File: src/rgc_regs.vh
// Register map, field layouts, reset values and timing constants of the ringing control
`ifndef RGC_REGS_VH
`define RGC_REGS_VH

// ==========================================================================
// Register offsets
`define RGC_CTRL_ADDR 8'h00
`define RGC_CMD_ADDR 8'h04
`define RGC_START_PH_ADDR 8'h08
`define RGC_END_PH_ADDR 8'h0c
`define RGC_DC_THR_ADDR 8'h10
`define RGC_AC_LIM_ADDR 8'h14
`define RGC_CYC_ADDR 8'h18
`define RGC_DEB_ADDR 8'h1c
`define RGC_BLANK_ADDR 8'h20
`define RGC_STATE_ADDR 8'h24
`define RGC_IRQ_STAT_ADDR 8'h28
`define RGC_IRQ_EN_ADDR 8'h2c
`define RGC_IRQ_CLR_ADDR 8'h30

// ==========================================================================
// Control fields
`define RGC_CTRL_SHAPE_LSB 0
`define RGC_CTRL_SHAPE_MSB 2
`define RGC_CTRL_OFFMODE_LSB 3
`define RGC_CTRL_OFFMODE_MSB 4
`define RGC_CTRL_ACTION_LSB 5
`define RGC_CTRL_ACTION_MSB 6
`define RGC_CTRL_CADENCE_BIT 7
`define RGC_CMD_START_BIT 0
`define RGC_CMD_STOP_BIT 1

// Turn-off modes
`define RGC_OFF_IMMEDIATE 2'h0
`define RGC_OFF_END_PHASE 2'h1
`define RGC_OFF_HALF_CYCLE 2'h2
`define RGC_OFF_RESERVED 2'h3
`define RGC_CTRL_RST 8'h00

// Off-hook actions
`define RGC_ACT_STOP 2'h0
`define RGC_ACT_MUTE 2'h1
`define RGC_ACT_NONE 2'h2

// Wave shapes
`define RGC_SHAPE_MAX 3'h5

// Operating state codes
`define RGC_ST_OFF 3'h0
`define RGC_ST_ACTIVE 3'h1
`define RGC_ST_MUTED 3'h2
`define RGC_ST_PENDING 3'h3
`define RGC_ST_CLIPPED 3'h4

// Interrupt bits
`define RGC_IRQ_OFFHOOK 0
`define RGC_IRQ_ONHOOK 1
`define RGC_IRQ_STOPPED 2
`define RGC_IRQ_W 3

// ==========================================================================
// Phase and defaults
`define RGC_PH_MAX 9'h167
`define RGC_PH_180 9'h0b4
`define RGC_PH_ZERO 9'h000
`define RGC_DC_THR_RST 16'h0064
`define RGC_AC_LIM_RST 16'h0320
`define RGC_CYC_RST 8'h02
`define RGC_DEB_MS_RST 16'h0002
`define RGC_BLANK_MS_RST 16'h0032
`define RGC_CLK_HZ 50000000
`define RGC_MS_PER_S 1000
`define RGC_CYC_PER_MS (`RGC_CLK_HZ / `RGC_MS_PER_S)

`endif

File: src/rgc_ringing_ctrl.v
// Ringing generator control: gating, turn-off modes, states, hook detection
//
// The implementer's own choices: the register offsets and the strobed register port.
`timescale 1ns/1ps
module rgc_ringing_ctrl (
	input wire sys_clk,
	input wire rst_b,
	input wire [7:0] addr,
	input wire [31:0] wdata,
	input wire wr,
	input wire rd,
	output reg [31:0] rdata,
	input wire [8:0] phase,
	input wire cycle_wrap,
	input wire cadence_on,
	input wire clip_flag,
	input wire [15:0] dc_current,
	input wire [15:0] ac_impedance,
	input wire meas_valid,
	output reg ac_enable,
	output reg ac_mute,
	output reg phase_load,
	output reg [8:0] phase_init,
	output reg [2:0] wave_shape,
	output reg [2:0] gen_state,
	output reg off_hook,
	output reg irq
);
`include "rgc_regs.vh"

	// ======================================================================
	// Registers
	reg [7:0] ctrl_reg;
	reg [8:0] start_ph_reg;
	reg [8:0] end_ph_reg;
	reg [15:0] dc_thr_reg;
	reg [15:0] ac_lim_reg;
	reg [7:0] cyc_reg;
	reg [15:0] deb_ms_reg;
	reg [15:0] blank_ms_reg;
	reg [`RGC_IRQ_W-1:0] irq_stat_reg;
	reg [`RGC_IRQ_W-1:0] irq_en_reg;
	reg run_reg;
	reg pending_reg;
	reg [8:0] phase_prev_reg;
	reg load_dly_reg;
	reg raw_hook_reg;
	reg [31:0] deb_cnt_reg;
	reg [31:0] blank_cnt_reg;
	reg [7:0] low_cyc_reg;
	reg run_prev_reg;
	reg hook_prev_reg;

	wire [1:0] off_mode = ctrl_reg[`RGC_CTRL_OFFMODE_MSB:`RGC_CTRL_OFFMODE_LSB];
	wire [1:0] hook_act = ctrl_reg[`RGC_CTRL_ACTION_MSB:`RGC_CTRL_ACTION_LSB];
	wire cmd_wr = wr && (addr == `RGC_CMD_ADDR);
	wire start_cmd = cmd_wr && wdata[`RGC_CMD_START_BIT];
	wire stop_cmd = cmd_wr && wdata[`RGC_CMD_STOP_BIT];
	wire [31:0] deb_cycles = deb_ms_reg * `RGC_CYC_PER_MS;
	wire [31:0] blank_cycles = blank_ms_reg * `RGC_CYC_PER_MS;
	wire blanking = (blank_cnt_reg != 32'h0);

	// ======================================================================
	// Register writes
	always @(posedge sys_clk) begin
		if (!rst_b) begin
			ctrl_reg <= `RGC_CTRL_RST;
			start_ph_reg <= `RGC_PH_ZERO;
			end_ph_reg <= `RGC_PH_ZERO;
			dc_thr_reg <= `RGC_DC_THR_RST;
			ac_lim_reg <= `RGC_AC_LIM_RST;
			cyc_reg <= `RGC_CYC_RST;
			deb_ms_reg <= `RGC_DEB_MS_RST;
			blank_ms_reg <= `RGC_BLANK_MS_RST;
			irq_en_reg <= {`RGC_IRQ_W{1'b0}};
		end else if (wr) begin
			case (addr)
				`RGC_CTRL_ADDR: begin
					if (wdata[`RGC_CTRL_SHAPE_MSB:`RGC_CTRL_SHAPE_LSB] <= `RGC_SHAPE_MAX)
						ctrl_reg <= wdata[`RGC_CTRL_CADENCE_BIT:`RGC_CTRL_SHAPE_LSB];
					else
						ctrl_reg <= {wdata[`RGC_CTRL_CADENCE_BIT:`RGC_CTRL_OFFMODE_LSB],
							ctrl_reg[`RGC_CTRL_SHAPE_MSB:`RGC_CTRL_SHAPE_LSB]};
				end
				`RGC_START_PH_ADDR: begin
					if (wdata[8:0] <= `RGC_PH_MAX)
						start_ph_reg <= wdata[8:0];
				end
				`RGC_END_PH_ADDR: begin
					if (wdata[8:0] <= `RGC_PH_MAX)
						end_ph_reg <= wdata[8:0];
				end
				`RGC_DC_THR_ADDR: dc_thr_reg <= wdata[15:0];
				`RGC_AC_LIM_ADDR: ac_lim_reg <= wdata[15:0];
				`RGC_CYC_ADDR: cyc_reg <= wdata[7:0];
				`RGC_DEB_ADDR: deb_ms_reg <= wdata[15:0];
				`RGC_BLANK_ADDR: blank_ms_reg <= wdata[15:0];
				`RGC_IRQ_EN_ADDR: irq_en_reg <= wdata[`RGC_IRQ_W-1:0];
				default: ;
			endcase
		end
	end

	// ======================================================================
	// Generator run control
	// Stop is wanted by command or by off-hook under the stop action
	wire stop_req = stop_cmd || (hook_act == `RGC_ACT_STOP && off_hook && !hook_prev_reg);
	wire hit_end = (phase == end_ph_reg);
	// Crossing 180 or wrap at 360
	// Edge after a phase load compares a stale phase, so it never counts as a crossing
	wire hit_half = !load_dly_reg &&
		((phase_prev_reg < `RGC_PH_180 && phase >= `RGC_PH_180) ||
		(phase < phase_prev_reg));
	wire end_reached = (off_mode == `RGC_OFF_END_PHASE) ? hit_end :
		(off_mode == `RGC_OFF_HALF_CYCLE) ? hit_half : 1'b1;

	always @(posedge sys_clk) begin
		if (!rst_b) begin
			run_reg <= 1'b0;
			pending_reg <= 1'b0;
			phase_prev_reg <= `RGC_PH_ZERO;
			load_dly_reg <= 1'b0;
			phase_load <= 1'b0;
			phase_init <= `RGC_PH_ZERO;
		end else begin
			phase_prev_reg <= phase;
			load_dly_reg <= phase_load;
			phase_load <= 1'b0;
			if (start_cmd && !run_reg) begin
				run_reg <= 1'b1;
				pending_reg <= 1'b0;
				phase_load <= 1'b1;
				phase_init <= start_ph_reg;
			end else if (run_reg && stop_req && !pending_reg) begin
				if (off_mode == `RGC_OFF_IMMEDIATE || off_mode == `RGC_OFF_RESERVED)
					run_reg <= 1'b0;
				else
					pending_reg <= 1'b1;
			end else if (pending_reg && end_reached) begin
				run_reg <= 1'b0;
				pending_reg <= 1'b0;
			end
		end
	end

	// ======================================================================
	// Line state detection
	// Classification on each valid measurement outside blanking
	always @(posedge sys_clk) begin
		if (!rst_b) begin
			raw_hook_reg <= 1'b0;
			low_cyc_reg <= 8'h00;
		end else if (meas_valid && !blanking) begin
			if (run_reg) begin
				if (ac_impedance >= ac_lim_reg)
					low_cyc_reg <= 8'h00;
				else if (cycle_wrap && low_cyc_reg < cyc_reg)
					low_cyc_reg <= low_cyc_reg + 8'h01;
				if (low_cyc_reg >= cyc_reg && ac_impedance < ac_lim_reg)
					raw_hook_reg <= 1'b1;
				else if (ac_impedance >= ac_lim_reg)
					raw_hook_reg <= 1'b0;
			end else begin
				low_cyc_reg <= 8'h00;
				raw_hook_reg <= (dc_current >= dc_thr_reg);
			end
		end
	end

	always @(posedge sys_clk) begin
		if (!rst_b) begin
			run_prev_reg <= 1'b0;
			blank_cnt_reg <= 32'h0;
			deb_cnt_reg <= 32'h0;
			off_hook <= 1'b0;
			hook_prev_reg <= 1'b0;
		end else begin
			run_prev_reg <= run_reg;
			hook_prev_reg <= off_hook;
			if (run_reg != run_prev_reg)
				blank_cnt_reg <= blank_cycles;
			else if (blanking)
				blank_cnt_reg <= blank_cnt_reg - 32'h1;
			if (raw_hook_reg == off_hook)
				deb_cnt_reg <= 32'h0;
			else if (deb_cnt_reg + 32'h1 >= deb_cycles) begin
				off_hook <= raw_hook_reg;
				deb_cnt_reg <= 32'h0;
			end else
				deb_cnt_reg <= deb_cnt_reg + 32'h1;
		end
	end

	// ======================================================================
	// Outputs to the waveform path
	always @(posedge sys_clk) begin
		if (!rst_b) begin
			ac_enable <= 1'b0;
			ac_mute <= 1'b0;
			wave_shape <= 3'h0;
			gen_state <= `RGC_ST_OFF;
		end else begin
			ac_enable <= run_reg && (!ctrl_reg[`RGC_CTRL_CADENCE_BIT] || cadence_on);
			ac_mute <= (hook_act == `RGC_ACT_MUTE) && off_hook;
			wave_shape <= ctrl_reg[`RGC_CTRL_SHAPE_MSB:`RGC_CTRL_SHAPE_LSB];
			if (!run_reg)
				gen_state <= `RGC_ST_OFF;
			else if (pending_reg)
				gen_state <= `RGC_ST_PENDING;
			else if (hook_act == `RGC_ACT_MUTE && off_hook)
				gen_state <= `RGC_ST_MUTED;
			else if (clip_flag)
				gen_state <= `RGC_ST_CLIPPED;
			else
				gen_state <= `RGC_ST_ACTIVE;
		end
	end

	// ======================================================================
	// Interrupts: set wins over clear
	wire [`RGC_IRQ_W-1:0] irq_set = {run_prev_reg && !run_reg,
		hook_prev_reg && !off_hook, off_hook && !hook_prev_reg};
	wire [`RGC_IRQ_W-1:0] irq_clr = (wr && addr == `RGC_IRQ_CLR_ADDR) ?
		wdata[`RGC_IRQ_W-1:0] : {`RGC_IRQ_W{1'b0}};

	always @(posedge sys_clk) begin
		if (!rst_b) begin
			irq_stat_reg <= {`RGC_IRQ_W{1'b0}};
			irq <= 1'b0;
		end else begin
			irq_stat_reg <= (irq_stat_reg & ~irq_clr) | irq_set;
			irq <= |(((irq_stat_reg & ~irq_clr) | irq_set) & irq_en_reg);
		end
	end

	// ======================================================================
	// Read port
	always @(posedge sys_clk) begin
		if (!rst_b) begin
			rdata <= 32'h0;
		end else if (rd) begin
			case (addr)
				`RGC_CTRL_ADDR: rdata <= {24'h0, ctrl_reg};
				`RGC_START_PH_ADDR: rdata <= {23'h0, start_ph_reg};
				`RGC_END_PH_ADDR: rdata <= {23'h0, end_ph_reg};
				`RGC_DC_THR_ADDR: rdata <= {16'h0, dc_thr_reg};
				`RGC_AC_LIM_ADDR: rdata <= {16'h0, ac_lim_reg};
				`RGC_CYC_ADDR: rdata <= {24'h0, cyc_reg};
				`RGC_DEB_ADDR: rdata <= {16'h0, deb_ms_reg};
				`RGC_BLANK_ADDR: rdata <= {16'h0, blank_ms_reg};
				`RGC_STATE_ADDR: rdata <= {27'h0, raw_hook_reg, off_hook, gen_state};
				`RGC_IRQ_STAT_ADDR: rdata <= {29'h0, irq_stat_reg};
				`RGC_IRQ_EN_ADDR: rdata <= {29'h0, irq_en_reg};
				default: rdata <= 32'h0;
			endcase
		end else begin
			rdata <= 32'h0;
		end
	end

endmodule // rgc_ringing_ctrl

File: config.mk
export PLATFORM = sky130hd
export DESIGN_NAME = rgc_ringing_ctrl
export DESIGN_NICKNAME = d
export VERILOG_FILES = /design/src/rgc_ringing_ctrl.v
export VERILOG_INCLUDE_DIRS = /design/src
export SDC_FILE = /design/constraint.sdc
export NUM_CORES = 1
export LEC_CHECK = 0
export BUFFER_PORTS_ARGS = -buffer_cell sky130_fd_sc_hd__buf_4
export CELL_PAD_IN_SITES_DETAIL_PLACEMENT = 1
export CELL_PAD_IN_SITES_GLOBAL_PLACEMENT = 2
export CORE_MARGIN = 2
export CORE_UTILIZATION = 38
export CTS_CLUSTER_DIAMETER = 30
export DETAILED_ROUTE_END_ITERATION = 8
export PLACE_DENSITY = 0.8
export SLEW_MARGIN = 20
export SYNTH_ARGS = -nofsm -noshare
export SYNTH_HDL_FRONTEND = slang
export SYNTH_SLANG_ARGS = --single-unit
File: constraint.sdc
create_clock -name sys_clk -period 7.07 [get_ports sys_clk]
set_input_delay 0.3535 -clock sys_clk [delete_from_list [all_inputs] [get_ports sys_clk]]
set_output_delay 0.3535 -clock sys_clk [all_outputs]
set_load 0.1 [all_outputs]
# Word level (Yosys, flattened, before mapping)
# Cells that the tools add are included.
# totals
memories,0
register_bits,243
mem_bits_rw,0
latch_bits,0
input_bits,89
out_inout_bits,52
wordCells,160
mem_bits_ro,0
# op_classes
order_cmp,11
n_eq_ne,23
multipliers,2
add_sub_neg,3
n_reduce_logical,60
n_bitwise,7
muxes,22
shifts,0
div_mod_pow,0
# op_table
cell,n
$pmux 16 s11,1
$mux 32,2
$mul 16x12->28 const B,2
$eq 8x6->1 const B,5
$add 32x1->32 const B,1
$eq 8x5->1 const B,4
$ge 16x16->1,2
$ge 32x32->1,1
$reduce_bool 32->1,1
$sub 32x1->32 const B,1
$reduce_and 2->1,14
$mux 8,3
$logic_and 1x1->1,20
$eq 8x4->1 const B,2
$lt 16x16->1,1
$mux 1,12
$eq 9x9->1,1
$ge 9x8->1 const B,1
$le 9x9->1 const B,1
$lt 9x8->1 const B,1
$lt 9x9->1,1
$reduce_and 3->1,3
$add 8x1->8 const B,1
$eq 8x3->1 const B,1
other kinds (25),46

# Longest topological paths before layout
# Gate-level depths: netlist of run 1.
# logic_depth
ltp_word,10
depth_mapped,28
ltp_nobuf,27

# Worst setup path before layout of run 1
# No wires, ideal clock.
# synth_path
path_kind,reg-to-reg
startpoint,register deb_ms_reg[5]
endpoint,register deb_cnt_reg[10]
path_stages_with_launch,26
synth_period_minus_slack_ps,6088
arrival_time_ps,6022
path_slack_ps,982
setup_time_ps,66
cell_sequence,dfxtp_1 -> ha_1 -> ha_1 -> inv_1 -> fa_1 -> fa_1 -> fa_1 -> inv_1 -> ha_1 -> a211o_1 -> o311a_1 -> o41ai_1 -> o21ai_0 -> and2_1 -> o41ai_1 -> xor2_1 -> ha_1 -> a21o_1 -> a21o_1 -> a211o_1 -> o211ai_1 -> a21oi_1 -> a211oi_1 -> nand3_1 -> clkbuf_1 -> nor2b_1
# synth_via
elab_chain_len,3
# synth_rtl
item,line_no,text
from (decl),rgc_ringing_ctrl.v:39,reg [15:0] deb_ms_reg;
from (signal assigned),rgc_ringing_ctrl.v:73,deb_ms_reg <= `RGC_DEB_MS_RST;
from (signal assigned),rgc_ringing_ctrl.v:96,`RGC_DEB_ADDR: deb_ms_reg <= wdata[15:0];
$mul 16x12->28 (no line),--,
$ge 32x32->1,rgc_ringing_ctrl.v:186,else if (deb_cnt_reg + 32'h1 >= deb_cycles) begin
$reduce_or 3->1 (no line),--,
to (signal assigned),rgc_ringing_ctrl.v:190,deb_cnt_reg <= deb_cnt_reg + 32'h1;
to (decl),rgc_ringing_ctrl.v:48,reg [31:0] deb_cnt_reg;
# Every way passes these cells.
# A chain may end at the register's enable or synchronous reset.

# Worst setup path after layout of run 1
# layout_path
startpoint,register deb_ms_reg[5]
endpoint,register deb_cnt_reg[8]
# Same word-level chain as after synthesis.

==> results of run 1 <==
## cell families (layout without fill, tap and decap cells)
group	after synthesis	after routing
xor gates and xnor gates	119	119
muxes	30	30
other	1	16
AOI/OAI and AO/OA	387	387
DFF	227	227
buffers and inverters	349	525
adders and majority gates	376	376
and+or+nand+nor	607	607
## routing by layer
metal / wire [um] / track usage [%] / up-vias / part of all wire [%]
li1: - / - / 7434 / -
met1: 25800 / 29.9 / 7443 / 46
met2: 26900 / 39.8 / 310 / 48
met3: 2120 / 2.86 / 82 / 3.8
met4: 1170 / 6.28 / 0 / 2.1
met5: 0 / 0 / - / 0
## path summary, 6_finish.rpt
| check | cells past startpoint | slack [ns] | endpoint | start |
|---|---|---|---|---|
| worst max register to register | 26 | 0.48 | deb_cnt_reg[8]$_SDFF_PP0_ | deb_ms_reg[5]$_SDFFE_PN0P_ |
| worst min register to register | 2 | 0.47 | irq_en_reg[2]$_SDFFE_PN0P_ | irq_en_reg[2]$_SDFFE_PN0P_ |
| worst max-delay path | 26 | 0.48 | deb_cnt_reg[8]$_SDFF_PP0_ | deb_ms_reg[5]$_SDFFE_PN0P_ |
| worst min-delay path | 3 | 0.03 | dc_thr_reg[15]$_SDFFE_PN0P_ | wdata[15] |
## power by group through the flow
stage | Sequential, mW | Combinational [mW] | Clock [mW]
after global routing | 1.45 | 0.930 | 3.16
after floorplan | 1.44 | 0.635 | 0
after CTS | 1.44 | 0.838 | 3.09
after detailed placement | 1.46 | 0.819 | 0
final | 1.44 | 0.834 | 3.05
after global placement | 1.46 | 0.798 | 0
## what timing repair did
item                                    in CTS  in global routing
resized for setup                            0                  5
endpoints found under the hold margin       30                  0
endpoints found under the setup margin       0                 33
hold buffers                                17                  0
buffers inserted                             0                  0
## cells in the final DEF, fill, tap and decap left out, types with 47 or more instances in the layout
cell	instances
a21oi_1	147
buf_4	121
clkbuf_16	60
dfxtp_1	226
fa_1	82
ha_1	294
inv_1	271
nand2_1	215
nand3_1	47
nor2_1	124
xnor2_1	57
xor2_1	62
## through the flow
stage / cell area (sq um) / hold slack (ns)
3_3_place_gp: 19500 / 0.445
5_1_grt: 22000 / 0.0279
3_5_place_dp: 19500 / 0.465
6_report: 22000 / 0.0265
2_1_floorplan: 18100 / 0.430
4_1_cts: 22000 / 0.00355
## final cells by class
class                           instances  area share, %
Multi-Input combinational cell       1535           55.7
Sequential cell                       227           20.7
Clock buffer                           67           7.23
Timing Repair Buffer                  139           5.00
Inverter                              272           4.65
Tap cell                              607           3.46
Clock inverter                         47           3.29
## critical path: stages, from the launching register on
cell and delay (ns):
dfxtp_1 0.51, ha_1 0.30, ha_1 0.18, inv_1 0.12, fa_1 0.43, fa_1 0.48, fa_1 0.55, inv_1 0.04
ha_1 0.34, a211o_1 0.29, o311a_1 0.33, o41ai_2 0.30, o21ai_0 0.14, and2_1 0.19, o41ai_1 0.31, xor2_1 0.12
ha_1 0.20, a21o_1 0.15, a21o_1 0.17, a211o_1 0.28, o211ai_1 0.08, a21oi_1 0.12, a211oi_1 0.22, buf_4 0.16
nand3_1 0.11, buf_12 0.23, nor2b_1 0.14
==> reports/results.ini, run 1 <==
[global_route]
antenna_found_initial = 0
grt_overflow = 0
grt_pass1_wl_mm = 90.4
grtUsageTotal_pct = 22.9
first_global_vias = 16700
grt_max_degree = 75

[synth]
yosysTopAreaCell = dfxtp_1
netlist_area_sq_mm = 0.0181
synth_xor_area_share_pct = 5.76
synth_top_family_by_area = adder cells
synth_most_common_cell = ha_1
synth_compound_area_share_pct = 13.9
synth_seq_cells = 227
synth.area.mux_share_pct = 1.67
yosys_warnings = 0
synthAdderAreaFrac_pct = 29.4
synth_edf_count = 0
avgSynthCellArea_sq_um = 8.63
synthTopCellsByArea = dfxtp_1 25%, ha_1 20%, fa_1 9.1%
synth_simple_gate_area_share_pct = 16.5
synth_cells = 2096
yosys-top-cells-count = 294 x ha_1, 272 x inv_1, 227 x dfxtp_1, 215 x nand2_1, 147 x a21oi_1
synthFlopType = dfxtp_1
synth_top_area_share_pct = 25.1
synth_seq_area_share_pct = 25.1
synth_cell_type_count = 76
synthArstFlopShare_pct = 0

[drt]
totalWireLength_mm = 56.0
antenna_left = 0
drt_iter0_markers = 633
vias = 15300
first_pass_iters = 7
viasPerCell = 5.28
post_drt_wl_per_cell_um = 19.4
drc_errors = 0

[clock_tree]
path_clk_slew_ns = 0.05
clock_path_buffers = 3
clock_sinks = 227
clk_latency_ns = 0.63
numCtsBuffers = 60
cts_root_buf = clkbuf_16
h-tree-depth = 2
cts_tree = done

[flow_run]
drv_cap = 0

[power_and_ir_drop]
switching_power_mw = 1.48
clkPwrFrac_pct = 57.3
netSwitchingFraction_pct = 27.9
power_density_mw_per_mm2 = 242
p_int_mw = 3.84
leakage_nw = 10.7
ir_drop_uv = 189
power_frac_comb_pct = 15.7
finalPower_mw = 5.32
seqPwrFrac_pct = 27.0

[timing]
tns_ns = 0
period_needed_ns = 6.59
worst_slew_pin_slew_ns = 1.04
fin_ws_ns = 0.480
skew_ns = 0.0832
maxSlewHeadroom_pct = 30.4
finalHoldViolations = 0
fmax_mhz = 152
setup_viol = 0
fin_crit_sh_pct = 93.2
slew_viol_final = 0
rsz0062_at_grt = no

[placement]
placedCellCount = 2763
gp_congestion = 0.849
io_buffers = 108
hpwlAfterDp_mm = 43.5
place_ws_ns = 0.228

[layout]
fin_cells = 2894
nets = 2700
num_antenna_cells = 0
ff_latch_area_sq_mm = 0.00455
area_growth_syn_to_layout_pct = 21.5
fill_cells = 5422
final_util_pct = 47.0
multi_input_area_sq_mm = 0.0122
drive_above_1_share_pct = 11.6

[setup_path]
required_ns = 7.59
timing_worst_setup_path_type = reg2reg
worstPathArrival_ns = 7.11
worst_setup_path_end_kind = register
cp_max_fo = 32
crit_path_start_kind = register

[hold_path]
min_path_type = in2reg

[die]
coreArea_sq_mm = 0.0468
die_y_um = 222
die_area_sq_mm = 0.0493
start_util_pct = 38.7
num_rows = 79
pin_count = 141
die_w_um = 222

[run_status]
outcome = complete, no violations

Note: power is estimated with default switching activity, not from simulation.
==> inputs of run 2 (changes only) <==
--- a/config.mk
+++ b/config.mk
@@ -6,13 +6,16 @@
 export SDC_FILE = /design/constraint.sdc
 export NUM_CORES = 1
 export LEC_CHECK = 0
+export ABC_AREA = 1
 export BUFFER_PORTS_ARGS = -buffer_cell sky130_fd_sc_hd__buf_4
 export CELL_PAD_IN_SITES_DETAIL_PLACEMENT = 1
 export CELL_PAD_IN_SITES_GLOBAL_PLACEMENT = 2
 export CORE_MARGIN = 2
-export CORE_UTILIZATION = 38
+export CORE_UTILIZATION = 36
 export CTS_CLUSTER_DIAMETER = 30
 export DETAILED_ROUTE_END_ITERATION = 8
+export GPL_ROUTABILITY_DRIVEN = 0
+export MAX_ROUTING_LAYER = met4
 export PLACE_DENSITY = 0.8
 export SLEW_MARGIN = 20
 export SYNTH_ARGS = -nofsm -noshare
==> run 2 against run 1 <==
Net effect: synthesized cell count grew 28%; die area up 15%; non-clock buffer count decreased by 16; sequential share of layout area decreased by 1.5 points; worst setup slack improved by 0.16 ns; critical endpoint is now deb_cnt_reg[29]$_SDFF_PP0_.
==> reports/results.ini, run 2 <==
[drt]
post_drt_wl_per_cell_um = 18.5  ; was 19.4 um
viasPerCell = 5.08  ; was 5.28
antenna_left = 0  ; unchanged
totalWireLength_mm = 66.4  ; was 56.0 mm
vias = 18200  ; was 15300
drt_iter0_markers = 803  ; was 633
drc_errors = 0  ; unchanged
first_pass_iters = 5  ; was 7

[synth]
synth_top_area_share_pct = 23.1  ; was 25.1%
yosysTopAreaCell = dfxtp_1  ; unchanged
synthArstFlopShare_pct = 0  ; unchanged
synth_xor_area_share_pct = 3.68  ; was 5.76%
synthAdderAreaFrac_pct = 27.0  ; was 29.4%
synth_edf_count = 0  ; unchanged
synthTopCellsByArea = dfxtp_1 23%, ha_1 19%, inv_1 9.6%  ; was dfxtp_1 25%, ha_1 20%, fa_1 9.1%
synth_cell_type_count = 54  ; was 76
synth_top_family_by_area = adder cells  ; unchanged
yosys-top-cells-count = 503 x inv_1, 456 x nand2_1, 294 x ha_1, 227 x dfxtp_1, 218 x a21oi_1  ; was 294 x ha_1, 272 x inv_1, 227 x dfxtp_1, 215 x nand2_1, 147 x a21oi_1
synth_seq_area_share_pct = 23.1  ; was 25.1%
netlist_area_sq_mm = 0.0197  ; was 0.0181 sq mm
synth_most_common_cell = inv_1  ; was ha_1
synth_seq_cells = 227  ; unchanged
synth.area.mux_share_pct = 0  ; was 1.67%
synth_simple_gate_area_share_pct = 21.8  ; was 16.5%
yosys_warnings = 0  ; unchanged
avgSynthCellArea_sq_um = 7.33  ; was 8.63 sq um
synth_compound_area_share_pct = 12.8  ; was 13.9%
synth_cells = 2688  ; was 2096
synthFlopType = dfxtp_1  ; unchanged

[layout]
multi_input_area_sq_mm = 0.0129  ; was 0.0122 sq mm
fill_cells = 6673  ; was 5422
ff_latch_area_sq_mm = 0.00454  ; was 0.00455 sq mm
final_area_sq_mm = 0.0237  ; was 0.0220 sq mm
final_common_cell = inv_1  ; was ha_1
nets = 3302  ; was 2700
drive_above_1_share_pct = 11.2  ; was 11.6%
area_growth_syn_to_layout_pct = 20.4  ; was 21.5%
final_cell_mix = 503 x inv_1, 456 x nand2_1, 294 x ha_1  ; was 294 x ha_1, 271 x inv_1, 226 x dfxtp_1

[setup_path]
crit_path_start_kind = register  ; unchanged
required_ns = 7.54  ; was 7.59 ns
worstPathArrival_ns = 6.90  ; was 7.11 ns
worst_setup_path_end_kind = register  ; unchanged
r2r-start = deb_ms_reg[2]$_SDFFE_PN0P_  ; was deb_ms_reg[5]$_SDFFE_PN0P_
max_stage_delay_ns = 0.53  ; was 0.55 ns
cp_max_fo = 23  ; was 32
timing_worst_setup_path_type = reg2reg  ; unchanged
worstSetupStartpoint = deb_ms_reg[2]$_SDFFE_PN0P_  ; was deb_ms_reg[5]$_SDFFE_PN0P_
crit_path_top_delay_cell = fa_1  ; unchanged
cp_common_cell = ha_1  ; unchanged

[global_route]
grt_overflow = 0  ; unchanged
grtUsageTotal_pct = 24.4  ; was 22.9%
grt_pass1_wl_mm = 105  ; was 90.4 mm
antenna_found_initial = 2  ; was 0
grt_max_degree = 111  ; was 75
first_global_vias = 19500  ; was 16700

[hold_path]
min_path_type = in2reg  ; unchanged
hp-start = clip_flag  ; was wdata[15]

[clock_tree]
cts_root_buf = clkbuf_16  ; unchanged
clock_path_buffers = 3  ; unchanged
clock_sinks = 227  ; unchanged
h-tree-depth = 3  ; was 2
clk_latency_ns = 0.60  ; was 0.63 ns
cts_tree = done  ; unchanged
path_clk_slew_ns = 0.05  ; about the same
numCtsBuffers = 70  ; was 60

[power_and_ir_drop]
leakage_nw = 12.0  ; was 10.7 nW
ir_drop_uv = 236  ; was 189 uV
finalPower_mw = 5.79  ; was 5.32 mW
power_density_mw_per_mm2 = 244  ; was 242 mW/mm^2

[timing]
tns_ns = 0  ; unchanged
fmax_mhz = 155  ; was 152 MHz
finalHoldViolations = 0  ; unchanged
skew_ns = 0.0346  ; was 0.0832 ns
period_needed_ns = 6.43  ; was 6.59 ns
setup_viol = 0  ; unchanged
maxSlewHeadroom_pct = 30.2  ; was 30.4%
fin_crit_sh_pct = 91.0  ; was 93.2%
fin_ws_ns = 0.636  ; was 0.480 ns
slew_viol_final = 0  ; unchanged
worst_slew_pin_slew_ns = 1.05  ; was 1.04 ns
whs_ns = 0.0331  ; was 0.0265 ns
rsz0062_at_grt = no  ; unchanged

[placement]
hpwlAfterDp_mm = 54.0  ; was 43.5 mm
placed_area_sq_mm = 0.0211  ; was 0.0195 sq mm
io_buffers = 108  ; unchanged
place_ws_ns = 0.601  ; was 0.228 ns

[die]
die_y_um = 238  ; was 222 um
die_w_um = 238  ; was 222 um
die_area_sq_mm = 0.0566  ; was 0.0493 sq mm
start_util_pct = 36.5  ; was 38.7%
num_rows = 85  ; was 79
coreArea_sq_mm = 0.0539  ; was 0.0468 sq mm
pin_count = 141  ; unchanged

[run_status]
outcome = complete, no violations  ; unchanged

[flow_run]
drv_cap = 0  ; unchanged

-- run 2: cell count changes after synthesis, moves of 34 or more --
cell | before | now
a21oi_1 | 147 | 218
a22oi_1 | 40 | 0
inv_1 | 272 | 503
nand2_1 | 215 | 456
nand3_1 | 47 | 106
nor2_1 | 124 | 212
nor2_2 | 1 | 35
nor2b_1 | 43 | 0
o21ai_0 | 40 | 165
-- run 2: timing repair --
item / CTS / global route
setup buffers: 0 / 0
hold buffers: 10 / 0
resized for setup: 0 / 0
hold endpoints to repair: 10 / 0
-- run 2: kinds of logic (layout without fill, tap and decap cells) --
kind of cell	after synthesis	count (layout)
AND/OR/NAND/NOR	963	963
adder cells (fa/ha/maj)	376	376
other	1	17
flip-flops	227	227
AO/OA/AOI/OAI	466	466
XOR/XNOR	82	82
buffers and inverters	573	761
-- run 2: layout make-up --
class | instances | share of cell area, %
clock buffers | 87 | 8.12
clock inverters | 39 | 2.27
inverters | 512 | 8.11
flip-flops and latches | 227 | 19.2
well taps | 696 | 3.67
multi-input cells | 1903 | 54.6
diodes | 1 | 0.0106
repair buffers | 123 | 4.05
-- run 2: through the flow --
| stage | instances | util [%] |
|---|---|---|
| floorplan | 2703 | - |
| global placement | 3451 | 39.2 |
| detailed placement | 3451 | 39.2 |
| CTS | 3587 | 43.9 |
| global route | 3588 | 44.0 |
| finish | 3588 | 44.0 |
-- run 2: final timing paths --
check / endpoint / slack [ns] / cells after the start
hold / removal: gen_state[2]$_SDFF_PP0_ / 0.03 / 3
setup reg to reg: deb_cnt_reg[29]$_SDFF_PP0_ / 0.64 / 26
hold reg to reg: load_dly_reg$_SDFF_PN0_ / 0.43 / 2
setup / recovery: deb_cnt_reg[29]$_SDFF_PP0_ / 0.64 / 26
-- run 2: layer usage --
metal  up-vias  global-route usage, %  wire length, um
met5         -                      -                0
met4         0                   6.56             1470
met3       104                   3.47             2650
met2       291                   41.8            32400
met1      8792                   30.0            29900
li1       9029                      -                -
-- run 2: report_power, final --
part	switching (mW)	total [mW]	internal, mW
sequential	0.0748	1.44	1.36
clock	1.01	3.22	2.20
combinational	0.751	1.13	0.378
-- run 2: critical path: cells and delay by family, from the launching register on --
kind / cells / cell delay, ns
AOI/OAI and AO/OA: 4 / 0.82
adders and majority gates: 7 / 2.58
and+or+nand+nor: 10 / 1.58
xor gates and xnor gates: 2 / 0.36
DFF: 1 / 0.52
buffers and inverters: 3 / 0.40
